$ cat src/core/srsb_pkg.sv
// Package for the service request status byte block: bit positions,
// reset value and voltage threshold.
// Assumes one clock domain and event inputs that are one-cycle pulses.
//
// Functional notes
// - Request bit 7 is set whenever bit 2, 3, 4, 6 or 8 is set.
// - Data ready also raises request bit, only after data ready notify on.
// - Emergency bit 8 set on dangerous condition, qualified by bits 2, 4, 6.
// - With bit 8 set, bits 2, 4, 6 carry emergency meanings instead.
// - Lid opens during or at measurement start above 42 V: set bits 2, 8.
// - User mode: lid open or shorting connector absent sets bits 2, 8.
// - Unit output shut down for protection sets bits 4 and 8.
// - Momentary power loss resetting unit output sets bits 6 and 8.
// - Serial poll clears every status bit except busy.
// - Device clear clears every bit except data ready and busy.
// - Data ready set on complete data; cleared on transfer start or buffer clear.
// - Busy follows measurement or calibration and never raises request bit.
// - Syntax error bit set on erroneous remote program code.
// - Self-test fail set on failing test, cleared on a later pass unless bit 8 is set.
package srsb_pkg;
  // Bit indices, zero based: documented bit n sits at index n-1.
  localparam int SRSB_B_DRDY   = 0;
  localparam int SRSB_B_SYNTAX = 1;
  localparam int SRSB_B_END    = 2;
  localparam int SRSB_B_ILLEG  = 3;
  localparam int SRSB_B_BUSY   = 4;
  localparam int SRSB_B_STFAIL = 5;
  localparam int SRSB_B_RQS    = 6;
  localparam int SRSB_B_EMERG  = 7;
  localparam logic [7:0] SRSB_RESET = 8'h00;
  // Output voltage threshold for lid interlock, in volts.
  localparam int SRSB_LID_VOLTS = 42;

  // Event pulses arriving from the instrument's controller.
  typedef struct packed {
    logic data_complete;
    logic transfer_start;
    logic buffer_clear_cmd;
    logic syntax_err;
    logic op_done;
    logic illegal_prog;
    logic selftest_fail;
    logic selftest_pass;
    logic lid_opened;
    logic meas_start;
    logic smu_shutdown;
    logic power_loss;
  } srsb_evt_t;
endpackage

$ cat src/core/srsb_status.sv
// Service request status byte: sticky flags, request summary, clears.
// Assumes events are synchronous one-cycle pulses on mclk; levels for
// busy, lid, connector, user mode and output voltage are steady inputs.
`timescale 1ns/1ps
`default_nettype none
module srsb_status
  import srsb_pkg::*;
#(
  parameter int VOLT_W = 16
) (
  // Clock and reset
  input  wire logic             mclk,
  input  wire logic             rst,
  // Event pulses
  input  wire srsb_evt_t        evt,
  // Levels
  input  wire logic             busy_op,
  input  wire logic             lid_open,
  input  wire logic             short_conn_present,
  input  wire logic             user_mode,
  input  wire logic [VOLT_W-1:0] out_volts_mag,
  input  wire logic             measuring,
  // Commands from the bus
  input  wire logic             data_ready_notify_on_cmd,
  input  wire logic             data_ready_notify_off_cmd,
  input  wire logic             serial_poll,
  input  wire logic             device_clear,
  // Status out
  output logic [7:0]            status_byte,
  output logic                  rqs
);

  initial begin
    if (VOLT_W < 7) $error("VOLT_W too narrow for threshold");
  end

  logic [7:0] flags;
  logic       notify_on;
  logic [7:0] set_v;
  logic [7:0] keep_v;
  logic [7:0] next_flags;

  // Lid interlock: high-voltage measurement or any user mode violation.
  wire hv_meas  = out_volts_mag > VOLT_W'(SRSB_LID_VOLTS);
  wire lid_hv   = hv_meas && ((evt.lid_opened && measuring) ||
                  (evt.meas_start && lid_open));
  wire lid_user = user_mode && (lid_open || !short_conn_present);
  wire emerg_lid = lid_hv || lid_user;
  // Emergency sources each set their qualifier with bit 8.
  wire emerg = emerg_lid || evt.smu_shutdown || evt.power_loss;

  always_comb begin
    set_v = 8'h00;
    set_v[SRSB_B_DRDY]   = evt.data_complete;
    set_v[SRSB_B_SYNTAX] = evt.syntax_err || emerg_lid;
    set_v[SRSB_B_END]    = evt.op_done;
    set_v[SRSB_B_ILLEG]  = evt.illegal_prog || evt.smu_shutdown;
    set_v[SRSB_B_STFAIL] = evt.selftest_fail || evt.power_loss;
    set_v[SRSB_B_EMERG]  = emerg;
  end

  // Clear mask: ones mark bits that survive this cycle.
  always_comb begin
    keep_v = 8'hff;
    if (evt.transfer_start || evt.buffer_clear_cmd) begin
      keep_v[SRSB_B_DRDY] = 1'b0;
    end
    // With bit 8 set, bit 6 reports a power failure, so a pass keeps it.
    if (evt.selftest_pass && !flags[SRSB_B_EMERG]) begin
      keep_v[SRSB_B_STFAIL] = 1'b0;
    end
    if (device_clear) begin
      keep_v = keep_v & 8'h11;
    end
    if (serial_poll) begin
      keep_v = keep_v & 8'h10;
    end
  end

  // Set wins over clear; busy and request bits are computed below.
  always_comb begin
    next_flags = (flags & keep_v) | set_v;
    next_flags[SRSB_B_BUSY] = 1'b0;
    next_flags[SRSB_B_RQS]  = 1'b0;
  end

  always_ff @(posedge mclk or posedge rst) begin
    if (rst) begin
      flags <= SRSB_RESET;
    end else begin
      flags <= next_flags;
    end
  end

  always_ff @(posedge mclk or posedge rst) begin
    if (rst) begin
      notify_on <= 1'b0;
    end else if (data_ready_notify_on_cmd) begin
      notify_on <= 1'b1;
    end else if (data_ready_notify_off_cmd) begin
      notify_on <= 1'b0;
    end
  end

  // Request summary; busy is excluded.
  wire rqs_v = flags[SRSB_B_SYNTAX] | flags[SRSB_B_END] |
               flags[SRSB_B_ILLEG]  | flags[SRSB_B_STFAIL] |
               flags[SRSB_B_EMERG]  |
               (flags[SRSB_B_DRDY] & notify_on);

  always_comb begin
    status_byte = flags;
    status_byte[SRSB_B_BUSY] = busy_op;
    status_byte[SRSB_B_RQS]  = rqs_v;
  end
  assign rqs = rqs_v;

  // Assertions. The request sources are bits 2, 3, 4, 6 and 8 (mask ae).

  // Any request source raises the request bit.
  AST_RQS_SUM: assert property (
    @(posedge mclk) disable iff (rst)
    (|(flags & 8'hae)) |-> rqs)
    else $error("request bit not set");

  // The request bit never stands without a cause.
  AST_RQS_CAUSE: assert property (
    @(posedge mclk) disable iff (rst)
    rqs |-> ((|(flags & 8'hae)) || (flags[0] && notify_on)))
    else $error("request bit set without a source");

  // The byte carries the request bit at bit 7.
  AST_RQS_BIT: assert property (
    @(posedge mclk) disable iff (rst)
    status_byte[6] == rqs)
    else $error("request bit in byte differs from request");

  // Data ready raises the request only once notify is on.
  AST_DRDY_NOTIFY: assert property (
    @(posedge mclk) disable iff (rst)
    (flags[0] && notify_on) |-> rqs)
    else $error("data ready with notify did not request");

  // Without notify, data ready alone stays quiet.
  AST_DRDY_QUIET: assert property (
    @(posedge mclk) disable iff (rst)
    (flags[0] && !notify_on && !(|(flags & 8'hae))) |-> !rqs)
    else $error("data ready raised request without notify");

  // The notify on command takes effect on the next edge.
  AST_NOTIFY_ON: assert property (
    @(posedge mclk) disable iff (rst)
    data_ready_notify_on_cmd |=> notify_on)
    else $error("notify on command not taken");

  // A protective shutdown or a power loss sets bit 8.
  AST_EMERG_SET: assert property (
    @(posedge mclk) disable iff (rst)
    (evt.smu_shutdown || evt.power_loss) |=> flags[7])
    else $error("emergency bit not set");

  // Bit 8 never stands without one of its qualifiers.
  AST_EMERG_QUAL: assert property (
    @(posedge mclk) disable iff (rst)
    flags[7] |-> (flags[1] || flags[3] || flags[5]))
    else $error("emergency bit without qualifier");

  // The controller sees the qualifiers and bit 8 exactly as held.
  AST_BYTE_FLAGS: assert property (
    @(posedge mclk) disable iff (rst)
    (status_byte & 8'haf) == (flags & 8'haf))
    else $error("status byte differs from held flags");

  // High-voltage lid events set bits 2 and 8.
  AST_LID_HV: assert property (
    @(posedge mclk) disable iff (rst)
    (((evt.lid_opened && measuring) || (evt.meas_start && lid_open)) &&
     (out_volts_mag > VOLT_W'(SRSB_LID_VOLTS))) |=> (flags[1] && flags[7]))
    else $error("high voltage lid event not flagged");

  // At or below the threshold, outside user mode, the lid raises no alarm.
  AST_LID_LOW: assert property (
    @(posedge mclk) disable iff (rst)
    (!user_mode && !(out_volts_mag > VOLT_W'(SRSB_LID_VOLTS)) &&
     !evt.smu_shutdown && !evt.power_loss && !flags[7]) |=> !flags[7])
    else $error("emergency set below threshold");

  // User mode flags an open lid or a missing shorting connector.
  AST_USER_LID: assert property (
    @(posedge mclk) disable iff (rst)
    (user_mode && (lid_open || !short_conn_present)) |=>
    (flags[1] && flags[7]))
    else $error("user mode interlock not flagged");

  // A protective shutdown sets bits 4 and 8.
  AST_SMU: assert property (
    @(posedge mclk) disable iff (rst)
    evt.smu_shutdown |=> (flags[3] && flags[7]))
    else $error("shutdown did not set bits 4 and 8");

  // A power loss sets bits 6 and 8.
  AST_PWR: assert property (
    @(posedge mclk) disable iff (rst)
    evt.power_loss |=> (flags[5] && flags[7]))
    else $error("power loss did not set bits 6 and 8");

  // A serial poll with no new event leaves nothing held.
  AST_POLL: assert property (
    @(posedge mclk) disable iff (rst)
    (serial_poll && set_v == 8'h00) |=> (flags == 8'h00))
    else $error("serial poll did not clear");

  // Without a clear, no held bit drops.
  AST_STICKY: assert property (
    @(posedge mclk) disable iff (rst)
    (!serial_poll && !device_clear && !evt.transfer_start &&
     !evt.buffer_clear_cmd && !evt.selftest_pass) |=>
    ((flags & $past(flags)) == $past(flags)))
    else $error("held bit dropped without a clear");

  // A device clear keeps only data ready.
  AST_DCLR: assert property (
    @(posedge mclk) disable iff (rst)
    (device_clear && !serial_poll && set_v == 8'h00 && !evt.transfer_start
     && !evt.buffer_clear_cmd) |=> (flags[0] == $past(flags[0])
     && (flags & 8'hfe) == 8'h00))
    else $error("device clear wrong");

  // Complete data sets data ready.
  AST_DRDY_SET: assert property (
    @(posedge mclk) disable iff (rst)
    evt.data_complete |=> flags[0])
    else $error("data ready not set");

  // Transfer start or buffer clear drops data ready.
  AST_DRDY_CLR: assert property (
    @(posedge mclk) disable iff (rst)
    ((evt.transfer_start || evt.buffer_clear_cmd) && !evt.data_complete)
    |=> !flags[0])
    else $error("data ready not cleared");

  // The busy bit follows the running operation.
  AST_BUSY_BIT: assert property (
    @(posedge mclk) disable iff (rst)
    status_byte[4] == busy_op)
    else $error("busy bit wrong");

  // Busy alone never raises the request.
  AST_BUSY_NO_RQS: assert property (
    @(posedge mclk) disable iff (rst)
    (busy_op && !(|(flags & 8'hae)) && !(flags[0] && notify_on)) |-> !rqs)
    else $error("busy raised request");

  // An erroneous program code sets the syntax error bit.
  AST_SYNTAX: assert property (
    @(posedge mclk) disable iff (rst)
    evt.syntax_err |=> flags[1])
    else $error("syntax error bit not set");

  // A failing self-test sets bit 6.
  AST_STFAIL_SET: assert property (
    @(posedge mclk) disable iff (rst)
    evt.selftest_fail |=> flags[5])
    else $error("self-test fail bit not set");

  // A later pass drops bit 6 when no emergency holds it.
  AST_STFAIL_CLR: assert property (
    @(posedge mclk) disable iff (rst)
    (evt.selftest_pass && !evt.selftest_fail && !evt.power_loss &&
     !flags[7]) |=> !flags[5])
    else $error("self-test pass did not clear");

  // A finished test, plot or print sets end status.
  AST_END: assert property (
    @(posedge mclk) disable iff (rst)
    evt.op_done |=> flags[2])
    else $error("end status bit not set");

  // An invalid program sets the illegal program bit.
  AST_ILLEG: assert property (
    @(posedge mclk) disable iff (rst)
    evt.illegal_prog |=> flags[3])
    else $error("illegal program bit not set");

  // Main scenarios.
  COV_DCLR: cover property (@(posedge mclk) disable iff (rst)
    flags[0] && device_clear ##1 flags[0]);
  COV_LID: cover property (@(posedge mclk) disable iff (rst)
    lid_hv ##1 rqs);
  COV_POLL: cover property (@(posedge mclk) disable iff (rst)
    rqs ##1 serial_poll ##1 !rqs);
  COV_EMERG: cover property (@(posedge mclk) disable iff (rst)
    evt.smu_shutdown ##1 rqs);
  COV_DRDY: cover property (@(posedge mclk) disable iff (rst)
    notify_on && evt.data_complete ##1 rqs);

endmodule
`default_nettype wire

$ cat config.mk
export PLATFORM = sky130hd
export DESIGN_NAME = srsb_status
export DESIGN_NICKNAME = d
export VERILOG_FILES = /design/src/core/srsb_pkg.sv /design/src/core/srsb_status.sv
export SDC_FILE = /design/constraint.sdc
export NUM_CORES = 1
export LEC_CHECK = 0
export ABC_AREA = 1
export CORE_AREA = 2 2 39 41
export DETAILED_ROUTE_END_ITERATION = 16
export DIE_AREA = 0 0 41 43
export DONT_BUFFER_PORTS = 1
export PLACE_DENSITY = 0.4
export REMOVE_ABC_BUFFERS = 1
export SYNTH_ARGS = -nofsm -noshare
export SYNTH_HDL_FRONTEND = slang
export SYNTH_SLANG_ARGS = --single-unit
$ cat constraint.sdc
create_clock -name mclk -period 1 [get_ports mclk]
set_input_delay 0.1 -clock mclk [delete_from_list [all_inputs] [get_ports mclk]]
set_output_delay 0.1 -clock mclk [all_outputs]
set_load 0.03 [all_outputs]
# Yosys cells after proc, flatten, opt, wreduce, memory -nomap -nowiden
# Cells that the tools add are included.
word_totals:
  ff_bits: 7
  latchBits: 0
  ramBits: 0
  romBits: 0
  in_bits: 39
  output_inout_bits: 9
  n_memories: 0
op_classes:
  n_addsub: 0
  multipliers: 0
  div: 0
  order_cmp: 1
  n_eq_ne: 0
  shift: 0
  mux: 6
  n_bitwise: 8
  reduce_logical: 17
ops:
  columns: ["op", "count"]
  rows:
  - ["$gt A16 B6 Y1 const B", 1]
  - ["$mux W8", 2]
  - ["$logic_or A1 B1 Y1", 9]
  - ["$and A8 B8 Y8", 1]
  - ["$or A8 B8 Y8", 1]
  - ["$logic_and A1 B1 Y1", 5]
  - ["$or A1 B1 Y1", 5]
  - ["$mux W1", 4]
  - ["$logic_not A1 Y1", 2]
  - ["$reduce_bool A2 Y1", 1]
  - ["$and A1 B1 Y1", 1]

# Logic depth before layout (Yosys ltp)
# Gate-level depths: netlist of the first run.
logic_depth:
  word_depth: 7
  depth_mapped: 8

# Worst setup path before layout of the first run
# Ideal clock, no wire load.
synth_path:
  path_kind: "register to output"
  from: "reg flags[7]"
  to: "out status_byte[6]"
  t_arrival_ns: 1.342
  slack_ns: -0.442
  path_stages_with_launch: 4
  n_path_buf: 1
  cell_sequence: "dfrtp_1 nor3_1 nand4_1 buf_4"
synth_via:
  elab_chain_cells: 2
synth_rtl:
  columns: ["item", "line_no", "rtl"]
  rows:
  - ["start: declaration", "srsb_status.sv:37", "logic [7:0] flags;"]
  - ["start signal: assignment", "srsb_status.sv:91", "flags <= next_flags;"]
  - ["$or A1 B1 Y1", "srsb_status.sv:107", "flags[SRSB_B_ILLEG] | flags[SRSB_B_STFAIL] |"]
  - ["$or A1 B1 Y1", "srsb_status.sv:108", "flags[SRSB_B_EMERG] |"]
  - ["end: declaration", "srsb_status.sv:29", "output logic [7:0] status_byte,"]
# Every way passes these cells.

# Final worst setup path of the first run
layout_path:
  from: "reg flags[1]"
  to: "out rqs"
layout_via:
  elab_chain_cells: 5
layout_rtl:
  columns: ["item", "line_no", "rtl"]
  rows:
  - ["$or A1 B1 Y1 (2 in a row)", "srsb_status.sv:106", "wire rqs_v = flags[SRSB_B_SYNTAX] | flags[SRSB_B_END] |"]
  - ["$or A1 B1 Y1 (2 in a row)", "srsb_status.sv:107", null]
  - ["$or A1 B1 Y1", "srsb_status.sv:108", null]
  - ["end: declaration", "srsb_status.sv:30", "output logic rqs"]
# Every way passes these cells.

==> run summary, run 1 <==
===============================================================================================
Final hold violation count .......................................................            0
TritonCTS clock tree .............................................................          yes
Non-filler cells in the finished layout ..........................................           88
Synth Instances ..................................................................           52
Grt ovf ..........................................................................            0
Synth Cell Area ..................................................................    390.4 µm²
Average detailed-routed wire length per instance .................................     10.81 µm
Number of flip-flops and latches in the synthesized netlist ......................            7
Number of sinks handled by clock tree synthesis ..................................            7
Mapped Avg Cell Area .............................................................    7.507 µm²
Shortest period the worst path allows ............................................     1.208 ns
Diode insertion count for antenna repair .........................................            0
Number of H-tree levels ..........................................................            1
Count of buffers inserted at the top-level ports .................................            0
M3 GR Usage ......................................................................       3.141%
Initial antenna violation count ..................................................            0
Post-synth EDFFs .................................................................            0
Standby leakage power ............................................................    0.2854 nW
Startpoint of the worst hold path ................................................       evt[4]
Share of post-route cells with drive strength above 1 ............................       20.83%
Total vias in the final route ....................................................          405
Non-Filler Cell Area, Final ......................................................    606.8 µm²
Reg2Reg Capture Point ............................................................ flags[7]$_DFF_PP0_
CP Data Required Time ............................................................      0.90 ns
Count of pins on the block boundary ..............................................           48
Max-cap violations ...............................................................            0
Clock skew after layout .......................................................... 0.0001022 ns
GR Layer Usage met1 ..............................................................       10.78%
Violated checks .................................................................. negative setup slack
Placement Setup Slack ............................................................  -0.01968 ns
Proportion of synthesized flip-flops having asynchronous set or reset ............       100.0%
Combined global-route utilization of all metal layers ............................       11.81%
Most instantiated library cell after synthesis ................................... sky130_fd_sc_hd__nand2_1
Startpoint of the most critical register-to-register path ........................ flags[7]$_DFF_PP0_
Number of instances on the worst hold path .......................................            3
Die boundary height ..............................................................        43 µm
Register-to-register setup slack .................................................      0.08 ns
Unrepaired setup endpoints after global routing ..................................         true
Via count of the first global-routing pass .......................................          383
Post-Place Cell Area .............................................................    447.9 µm²
Period utilisation layout ........................................................       120.8%
Largest net degree at the start of global routing ................................            8
Initial core utilization .........................................................       28.21%
Power Dens Cells .................................................................  1167 nW/µm²
Core utilization of the finished layout ..........................................       43.85%
Floorplan die area ...............................................................     1763 µm²
P&R area growth vs syn ...........................................................       55.45%
Last weighted congestion value of the routability-driven placer ..................       0.6061
Clock latency on the worst-skew pair .............................................      0.24 ns
Critical path class ..............................................................   reg -> out
Highest fanout seen on the critical path .........................................            2
Post-route ant nets ..............................................................            0
Critical-path cell list .......................................................... nor3_2 -> nand4_1 -> buf_6
Path depth of the worst reg2reg path .............................................            3
Busiest metal layer after global routing .........................................         met2
Count of nets after finishing ....................................................          112
Cell type with the highest aggregate area in the netlist ......................... sky130_fd_sc_hd__dfrtp_1
Startpoint types .................................................................    flip-flop
Die width ........................................................................        41 µm
Drt first-iter violations ........................................................            0
Arrival time at the worst endpoint ...............................................      1.11 ns
Core footprint ...................................................................     1384 µm²
Sequential element share of the synthesized area .................................       44.87%
Slack of the critical path .......................................................   -0.2077 ns
Count of endpoints failing setup in the final report .............................            3
Half-perimeter wire length after placement .......................................     755.6 µm
Critical path capture point type ................................................. primary output
Final wirelength .................................................................       951 µm
Max Fclk .........................................................................   0.8280 GHz
Number of different library cells in the post-synthesis netlist ..................           17
Row count ........................................................................           14
Largest voltage drop on the vdd net ..............................................  0.0003711 V
Most frequent cells after synthesis .............................................. sky130_fd_sc_hd__nand2_1, sky130_fd_sc_hd__inv_1, sky130_fd_sc_hd__nor2_1
Critical Path Max Stage Delay ....................................................      0.40 ns
Root buffer selected by CTS ...................................................... sky130_fd_sc_hd__clkbuf_4
Cts bufs inserted ................................................................            3
Clock input transition at the sequential cells of the worst setup and hold paths .      0.05 ns
Number of warning messages in the yosys log ......................................            0
Number of filler cells placed in the layout ......................................          150
Final-report max-slew violation count ............................................            0
DP Cell Count ....................................................................           73
Worst-case headroom to the max-slew limit ........................................       81.98%
Worst-Margin Slew ................................................................    0.2701 ns
Maximum count of clock buffers along a single path ...............................            2
First-pass GRT wire length .......................................................      1380 µm
Biggest area contributors in the synthesized netlist ............................. sky130_fd_sc_hd__dfrtp_1, sky130_fd_sc_hd__nand2_1, sky130_fd_sc_hd__inv_1
Min-delay worst type .............................................................    in -> reg
Worst Hold Path EP ............................................................... flags[5]$_DFF_PP0_
Area occupied by registers .......................................................    175.2 µm²
First-pass iteration count of the detailed router ................................            1
Multi-input gate area ............................................................    180.2 µm²
Synth top area share .............................................................       44.87%
Critical path's slowest cell ..................................................... sky130_fd_sc_hd__dfrtp_1
Remaining DRCs ...................................................................            0
Commonest register cell after synthesis .......................................... sky130_fd_sc_hd__dfrtp_1
Vias per cell ....................................................................        4.602
Global routing usage on met2 .....................................................       20.63%
Status ........................................................................... finished with violations
===============================================================================================
-- routing by layer --
| layer | part of all wire (%) | vias to the layer above |
|---|---|---|
| li1 | - | 206 |
| met1 | 34 | 173 |
| met2 | 53 | 26 |
| met3 | 13 | 0 |
| met4 | 0 | 0 |
| met5 | 0 | - |
-- kinds of logic after synthesis --
group	share of synthesized area [%]
AND/OR/NAND/NOR	26.93
AO/OA/AOI/OAI	15.70
flip-flops	44.87
buffers and inverters	12.50
-- final cells by class --
cell class | instances | share of cell area, %
repair buffers | 18 | 28.25
multi-input cells | 34 | 29.69
clock buffers | 4 | 4.330
flip-flops and latches | 7 | 28.87
well taps | 16 | 3.299
inverters | 9 | 5.567
-- critical path: cells and delay by family (launching register included) --
kind | cells | cell delay (ns)
and+or+nand+nor | 2 | 0.28
DFF | 1 | 0.40
buffers and inverters | 1 | 0.18
-- how the worst max path moves through the flow --
stage                                   from  end  slack [ns]
final                     flags[1]$_DFF_PP0_  rqs       -0.21
after detailed placement  flags[7]$_DFF_PP0_  rqs       -0.02
after global placement    flags[7]$_DFF_PP0_  rqs      -0.008
after floorplan           flags[7]$_DFF_PP0_  rqs       -0.36
after global routing      flags[1]$_DFF_PP0_  rqs       -0.24
after CTS                 flags[1]$_DFF_PP0_  rqs       -0.22
-- cell usage in the layout (no fill, tap or decap) --
cell type and instances:
sky130_fd_sc_hd__a211oi_2 1, sky130_fd_sc_hd__a21o_1 1, sky130_fd_sc_hd__a21oi_2 1, sky130_fd_sc_hd__a22o_1 1
sky130_fd_sc_hd__buf_4 5, sky130_fd_sc_hd__buf_6 3, sky130_fd_sc_hd__clkbuf_1 1, sky130_fd_sc_hd__clkbuf_4 3
sky130_fd_sc_hd__dfrtp_1 7, sky130_fd_sc_hd__dlygate4sd3_1 10, sky130_fd_sc_hd__inv_1 9, sky130_fd_sc_hd__nand2_1 10
sky130_fd_sc_hd__nand3_1 3, sky130_fd_sc_hd__nand4_1 1, sky130_fd_sc_hd__nor2_1 8, sky130_fd_sc_hd__nor2_2 1
sky130_fd_sc_hd__nor3_1 1, sky130_fd_sc_hd__nor3_2 1, sky130_fd_sc_hd__o211ai_1 1, sky130_fd_sc_hd__o21ai_0 1
sky130_fd_sc_hd__o21ai_1 1, sky130_fd_sc_hd__o21bai_1 2
-- what timing repair did --
action	4_1_cts	5_1_grt
endpoints found under the setup margin	2	5
hold buffers	10	0
buffers inserted	1	0
pin swaps	0	1
resized for setup	5	1
endpoints found under the hold margin	14	0
-- power breakdown --
group | switching (mW) | total [mW] | internal (mW)
clock network | 0.0988 | 0.251 | 0.152
logic | 0.0748 | 0.147 | 0.0720
registers | 0.0106 | 0.310 | 0.300
-- through the flow --
step | setup TNS (ns) | hold slack (ns) | power (mW)
2_1_floorplan | -0.7283 | -0.09660 | 0.3894
3_3_place_gp | -0.01561 | -0.05980 | 0.4211
3_5_place_dp | -0.03933 | -0.05856 | 0.4213
4_1_cts | -0.4484 | 0.04610 | 0.7188
5_1_grt | -0.5104 | 0.07363 | 0.7523
6_report | -0.4173 | 0.04779 | 0.7080
-- registers in the layout, summed over array words and instances (netlist names) --
register   cells
flags          6
notify_on      1
(Power assumes the default switching activity.)
==> run 2, diff against run 1 <==
--- a/config.mk
+++ b/config.mk
@@ -12,6 +12,7 @@
 export DONT_BUFFER_PORTS = 1
 export PLACE_DENSITY = 0.4
 export REMOVE_ABC_BUFFERS = 1
+export SETUP_SLACK_MARGIN = 0.02
 export SYNTH_ARGS = -nofsm -noshare
 export SYNTH_HDL_FRONTEND = slang
 export SYNTH_SLANG_ARGS = --single-unit
==> run 2 against run 1 <==
Against the previous run: the flow still finishes with violations (negative setup slack); final area stayed put; global-route usage stayed put; register-to-register slack hardly changed; non-clock buffer count stayed put; first-iteration DRC count stayed put; clock skew hardly changed; worst hold slack hardly changed; via count is 0.25% lower; clock-buffer cell count stayed put; clock power hardly changed; cell count stayed put; sequential share of layout area stayed put.
==> run summary, run 2 (synthesis gave the netlist of run 1 again) <==
===============================================================================================
CP Data Required Time ............................................................      0.90 ns
Clock skew after layout .......................................................... 0.0001002 ns
Die boundary height ..............................................................        43 µm
Clock input transition at the sequential cells of the worst setup and hold paths .      0.05 ns
Shortest period the worst path allows ............................................     1.207 ns
Core footprint ...................................................................     1384 µm²
Violated checks .................................................................. negative setup slack
Max-cap violations ...............................................................            0
Min-delay worst type .............................................................    in -> reg
Unrepaired setup endpoints after global routing ..................................         true
Row count ........................................................................           14
Initial antenna violation count ..................................................            0
Period utilisation layout ........................................................       120.7%
Floorplan die area ...............................................................     1763 µm²
Worst-Margin Slew ................................................................    0.2700 ns
Final wirelength .................................................................       954 µm
Power Dens Cells .................................................................  1166 nW/µm²
Startpoint types .................................................................    flip-flop
Combinational fraction of design power ...........................................        20.8%
Number of sinks handled by clock tree synthesis ..................................            7
Fraction of power spent switching nets ...........................................       26.00%
Post-route ant nets ..............................................................            0
Vias per cell ....................................................................        4.591
P&R area growth vs syn ...........................................................       55.45%
Critical path capture point type ................................................. primary output
Flip-flop count of the largest register, all copies and words added ..............            6
TritonCTS clock tree .............................................................          yes
Critical path class ..............................................................   reg -> out
Cts bufs inserted ................................................................            3
Root buffer selected by CTS ...................................................... sky130_fd_sc_hd__clkbuf_4
Maximum count of clock buffers along a single path ...............................            2
First-pass iteration count of the detailed router ................................            1
Slack of the critical path .......................................................   -0.2072 ns
Number of filler cells placed in the layout ......................................          150
WP buf/inv .......................................................................            1
Combined global-route utilization of all metal layers ............................       11.81%
Remaining DRCs ...................................................................            0
Number of H-tree levels ..........................................................            1
Diode insertion count for antenna repair .........................................            0
Die width ........................................................................        41 µm
Worst-case headroom to the max-slew limit ........................................       81.98%
Count of nets after finishing ....................................................          112
Number of instances on the worst hold path .......................................            3
Largest voltage drop on the vdd net ..............................................  0.0003698 V
Via count of the first global-routing pass .......................................          383
Final-report max-slew violation count ............................................            0
Core utilization of the finished layout ..........................................       43.85%
Regs by FF count ................................................................. flags: 6 flops, notify_on: 1 flops
Critical path's slowest cell ..................................................... sky130_fd_sc_hd__dfrtp_1
P_sw .............................................................................    0.1840 mW
Grt ovf ..........................................................................            0
Count of pins on the block boundary ..............................................           48
Register with the most flip-flops ................................................        flags
Status ........................................................................... finished with violations
Highest fanout seen on the critical path .........................................            2
Clock power frac .................................................................        35.4%
Internal power of the cells ......................................................    0.5237 mW
Average detailed-routed wire length per instance .................................     10.84 µm
Proportion of power drawn by flip-flops and latches ..............................        43.9%
First-pass GRT wire length .......................................................      1380 µm
Initial core utilization .........................................................       28.21%
Last weighted congestion value of the routability-driven placer ..................       0.6061
Hold_ws ..........................................................................   0.04816 ns
Final hold violation count .......................................................            0
Max Fclk .........................................................................   0.8283 GHz
Count of buffers inserted at the top-level ports .................................            0
Stages on worst setup path .......................................................            3
Commonest cells after routing, fill and taps aside ............................... sky130_fd_sc_hd__nand2_1, sky130_fd_sc_hd__dlygate4sd3_1, sky130_fd_sc_hd__inv_1
Share of post-route cells with drive strength above 1 ............................       20.83%
Count of endpoints failing setup in the final report .............................            3
Total vias in the final route ....................................................          404
Crit path max-delay family .......................................................   flip-flops
Drt first-iter violations ........................................................            0
Standby leakage power ............................................................    0.2854 nW
Half-perimeter wire length after placement .......................................     755.6 µm
Multi-input gate area ............................................................    180.2 µm²
Arrival time at the worst endpoint ...............................................      1.11 ns
Area occupied by registers .......................................................    175.2 µm²
Path depth of the worst reg2reg path .............................................            3
Largest net degree at the start of global routing ................................            8
Clock latency on the worst-skew pair .............................................      0.24 ns
Critical-path cell list .......................................................... nor3_2 -> nand4_1 -> buf_6
Critical Path Max Stage Delay ....................................................      0.40 ns
===============================================================================================
-- run 2: cell counts in the layout (fill, tap and decap cells not counted) --
Identical to the previous run, type by type.
-- run 2: worst paths after layout --
path | start | end | slack, ns
max in group asynchronous | rst | flags[0]$_DFF_PP0_ | 0.57
min reg2reg | notify_on$_DFFE_PP0P_ | notify_on$_DFFE_PP0P_ | 0.51
max | flags[1]$_DFF_PP0_ | rqs | -0.21
min in group asynchronous | rst | flags[2]$_DFF_PP0_ | 0.22
max reg2reg | flags[1]$_DFF_PP0_ | flags[1]$_DFF_PP0_ | 0.08
min | evt[4] | flags[5]$_DFF_PP0_ | 0.05
-- run 2: cell type report --
type / count / area share [%]
Clock buffer: 4 / 4.330
Inverter: 9 / 5.567
Multi-Input combinational cell: 34 / 29.69
Sequential cell: 7 / 28.87
Tap cell: 16 / 3.299
Timing Repair Buffer: 18 / 28.25
-- run 2: power by group through the flow --
stage	Clock [mW]	Combinational, mW	Sequential, mW
2_1_floorplan	0	0.0481	0.341
3_3_place_gp	0	0.108	0.313
3_5_place_dp	0	0.108	0.313
4_1_cts	0.262	0.148	0.309
5_1_grt	0.278	0.162	0.312
6_report	0.250	0.147	0.310
-- run 2: per-layer routing --
metal,wire (µm),global-route usage [%]
met5,0,0
met4,0,8.000
met3,121,3.141
met2,504,20.63
met1,328,10.78
-- run 2: per-stage QoR --
stage	setup WS (ns)	std cells	power [mW]	setup TNS, ns	area [µm²]
global placement	-0.007821	73	0.4211	-0.01561	447.9
finish	-0.2072	88	0.7076	-0.4158	606.8
global route	-0.2393	88	0.7522	-0.5104	606.8
detailed placement	-0.01968	73	0.4213	-0.03933	447.9
CTS	-0.2226	88	0.7188	-0.4484	603.1
floorplan	-0.3642	50	0.3894	-0.7283	375.4
-- run 2: worst min-delay path: stages --
cell and delay, ns:
sky130_fd_sc_hd__inv_1 0.03, sky130_fd_sc_hd__o211ai_1 0.07, sky130_fd_sc_hd__nand2_1 0.05
-- run 2: timing repair --
action	4_1_cts	5_1_grt
resized for setup	5	1
pin swaps	0	2
endpoints found under the setup margin	2	5
hold buffers	10	0
hold endpoints to repair	14	0
buffers inserted	1	0
==> run 3, diff against run 2 <==
--- a/config.mk
+++ b/config.mk
@@ -5,14 +5,15 @@
 export SDC_FILE = /design/constraint.sdc
 export NUM_CORES = 1
 export LEC_CHECK = 0
-export ABC_AREA = 1
 export CORE_AREA = 2 2 39 41
 export DETAILED_ROUTE_END_ITERATION = 16
 export DIE_AREA = 0 0 41 43
 export DONT_BUFFER_PORTS = 1
-export PLACE_DENSITY = 0.4
+export PLACE_DENSITY = 0.39
 export REMOVE_ABC_BUFFERS = 1
 export SETUP_SLACK_MARGIN = 0.02
+export SKIP_CTS_REPAIR_TIMING = 1
+export SLEW_MARGIN = 5
 export SYNTH_ARGS = -nofsm -noshare
 export SYNTH_HDL_FRONTEND = slang
 export SYNTH_SLANG_ARGS = --single-unit
==> run 3 against run 2 <==
Against the previous run: the flow still finishes with violations (negative setup slack); combinational power barely moved; clock-buffer cell count stayed put; via count down 8.2%; routed wire length increased by 1.0%; utilization shrank 0.99 points; clock skew grew 0.0011 ns; non-clock buffer count decreased by 1; worst hold slack lost 0.023 ns; sequential share of layout area is 0.67 points higher; sequential cell count did not move; largest power group unchanged; first-iteration DRC count rose by 4; power decreased by 1.4%.
==> run summary, run 3 <==
===============================================================================================
Commonest register cell after synthesis .......................................... sky130_fd_sc_hd__dfrtp_1
Root buffer selected by CTS ...................................................... sky130_fd_sc_hd__clkbuf_4
Final wirelength .................................................................       964 µm
Synth Cell Area ..................................................................    377.9 µm²
Number of warning messages in the yosys log ......................................            0
Total vias in the final route ....................................................          371
Critical path class ..............................................................   reg -> out
First-pass GRT wire length .......................................................      1262 µm
Global routing usage on met2 .....................................................       19.06%
Biggest area contributors in the synthesized netlist ............................. sky130_fd_sc_hd__dfrtp_1, sky130_fd_sc_hd__o41ai_4, sky130_fd_sc_hd__a211o_1
Synth top area share .............................................................       46.36%
GR Layer Usage met1 ..............................................................       9.635%
Share of post-route cells with drive strength above 1 ............................       32.08%
Most instantiated library cell after synthesis ................................... sky130_fd_sc_hd__dfrtp_1
Commonest cells after routing, fill and taps aside ............................... sky130_fd_sc_hd__dlygate4sd3_1, sky130_fd_sc_hd__dfrtp_1, sky130_fd_sc_hd__buf_4
Max Fclk .........................................................................   0.8049 GHz
Busiest metal layer after global routing .........................................         met2
Worst Setup EP ................................................................... status_byte[6]
Mapped Avg Cell Area .............................................................    11.11 µm²
Register-to-register setup slack .................................................      0.04 ns
Max-cap violations ...............................................................            0
Hold_ws ..........................................................................   0.02471 ns
Regs by FF count ................................................................. flags: 6 flops, notify_on: 1 flops
TritonCTS clock tree .............................................................          yes
Path depth of the worst reg2reg path .............................................            2
Initial antenna violation count ..................................................            0
Largest net degree at the start of global routing ................................            8
Cell type with the highest aggregate area in the netlist ......................... sky130_fd_sc_hd__dfrtp_1
Power Dens Cells .................................................................  1177 nW/µm²
Post-synth EDFFs .................................................................            0
Clock latency on the worst-skew pair .............................................      0.24 ns
Non-filler cells in the finished layout ..........................................           69
Count of buffers inserted at the top-level ports .................................            0
Last weighted congestion value of the routability-driven placer ..................       0.5959
Core footprint ...................................................................     1384 µm²
Cts bufs inserted ................................................................            3
Grt ovf ..........................................................................            0
M3 GR Usage ......................................................................       3.141%
Critical path capture point type ................................................. primary output
Placement Setup Slack ............................................................   -0.2361 ns
Arrival time at the worst endpoint ...............................................      1.14 ns
Worst-case headroom to the max-slew limit ........................................       69.74%
Number of different library cells in the post-synthesis netlist ..................           21
Number of flip-flops and latches in the synthesized netlist ......................            7
Most common cell after layout, fill and taps aside ............................... sky130_fd_sc_hd__dlygate4sd3_1
Final-report max-slew violation count ............................................            0
Post-route ant nets ..............................................................            0
Standby leakage power ............................................................    0.2447 nW
Highest fanout seen on the critical path .........................................            2
Synth Instances ..................................................................           34
Average detailed-routed wire length per instance .................................     13.97 µm
Period utilisation layout ........................................................       124.2%
DP Cell Count ....................................................................           55
Floorplan die area ...............................................................     1763 µm²
Violated checks .................................................................. negative setup slack
Maximum count of clock buffers along a single path ...............................            2
Number of sinks handled by clock tree synthesis ..................................            7
Count of nets after finishing ....................................................           93
Remaining DRCs ...................................................................            0
Vias per cell ....................................................................        5.377
Clock input transition at the sequential cells of the worst setup and hold paths .      0.05 ns
Die boundary height ..............................................................        43 µm
Most frequent cells after synthesis .............................................. sky130_fd_sc_hd__dfrtp_1, sky130_fd_sc_hd__inv_1
Shortest period the worst path allows ............................................     1.242 ns
Critical path's slowest cell ..................................................... sky130_fd_sc_hd__dfrtp_1
Combined global-route utilization of all metal layers ............................       10.65%
Critical-path cell list .......................................................... nor4_2 -> nand2_1 -> buf_6
Diode insertion count for antenna repair .........................................            0
Startpoint of the most critical register-to-register path ........................ flags[7]$_DFF_PP0_
Startpoint of the most critical setup path ....................................... flags[2]$_DFF_PP0_
Via count of the first global-routing pass .......................................          348
Proportion of synthesized flip-flops having asynchronous set or reset ............       100.0%
Clock skew after layout ..........................................................  0.001174 ns
Reg2Reg Capture Point ............................................................ flags[5]$_DFF_PP0_
Status ........................................................................... finished with violations
Startpoint types .................................................................    flip-flop
Drt first-iter violations ........................................................            4
Die width ........................................................................        41 µm
Initial core utilization .........................................................       27.31%
Critical Path Max Stage Delay ....................................................      0.38 ns
Register with the most flip-flops ................................................        flags
P&R area growth vs syn ...........................................................       56.95%
Crit path max-delay family .......................................................   flip-flops
Final hold violation count .......................................................            0
Row count ........................................................................           14
Largest voltage drop on the vdd net ..............................................  0.0003405 V
First-pass iteration count of the detailed router ................................            2
CP Data Required Time ............................................................      0.90 ns
Number of filler cells placed in the layout ......................................          137
Stages on worst setup path .......................................................            3
Flip-flop count of the largest register, all copies and words added ..............            6
Final-layout setup total negative slack ..........................................   -0.5151 ns
Count of pins on the block boundary ..............................................           48
Count of endpoints failing setup in the final report .............................            3
Number of H-tree levels ..........................................................            1
Half-perimeter wire length after placement .......................................     802.3 µm
WP buf/inv .......................................................................            1
Unrepaired setup endpoints after global routing ..................................         true
Worst-Margin Slew ................................................................    0.4522 ns
Sequential element share of the synthesized area .................................       46.36%
Slack of the critical path .......................................................   -0.2425 ns
Min-delay worst type .............................................................    in -> reg
===============================================================================================
run 3: cell count changes in the layout (fill, tap and decap cells not counted), sizes merged, moves of 2 or more:
cell,previous run,this run
a211o,0,2
inv,9,3
nand2,10,1
nand3,3,0
nor2,9,1
nor3,2,0
o21bai,2,0
or4,0,2
run 3: metrics by stage:
step	instance area (µm²)	utilization, %	power [mW]
floorplan	362.8	-	0.3879
global placement	435.4	31.46	0.4183
detailed placement	435.4	31.46	0.4207
CTS	461.7	33.36	0.6710
global route	593.1	42.86	0.7529
finish	593.1	42.86	0.6979
run 3: where the power goes:
group	total [mW]	internal [mW]	switching, mW
Clock	0.242	0.151	0.0905
Combinational	0.144	0.0735	0.0702
Sequential	0.312	0.300	0.0122
run 3: how the worst min path moves through the flow:
stage,to,startpoint,slack [ns],cells after the start
after floorplan,flags[0]$_DFF_PP0_,rst,-0.1,1
after global placement,flags[1]$_DFF_PP0_,rst,-0.07,1
after detailed placement,notify_on$_DFFE_PP0P_,rst,-0.07,1
after CTS,flags[7]$_DFF_PP0_,rst,-0.33,1
after global routing,notify_on$_DFFE_PP0P_,data_ready_notify_off_cmd,0.02,2
final,notify_on$_DFFE_PP0P_,data_ready_notify_off_cmd,0.02,2
run 3: routing by layer:
metal,vias to the layer above,wire (µm),share of wire (%)
li1,175,-,-
met5,-,0,0
met1,171,330,34
met3,0,106,11
met4,0,0,0
met2,25,527,55
run 3: final cells by class:
type / count / area, µm² / share of cell area (%)
multi-input cells: 22 / 198.9 / 33.54
flip-flops and latches: 7 / 175.2 / 29.54
repair buffers: 17 / 161.4 / 27.22
clock buffers: 4 / 26.28 / 4.430
well taps: 16 / 20.02 / 3.376
inverters: 3 / 11.26 / 1.899
run 3: cell families after synthesis:
kind of cell | synth area share [%]
flip-flops | 46.36
buffers and inverters | 6.952
AND/OR/NAND/NOR | 17.55
AO/OA/AOI/OAI | 29.14
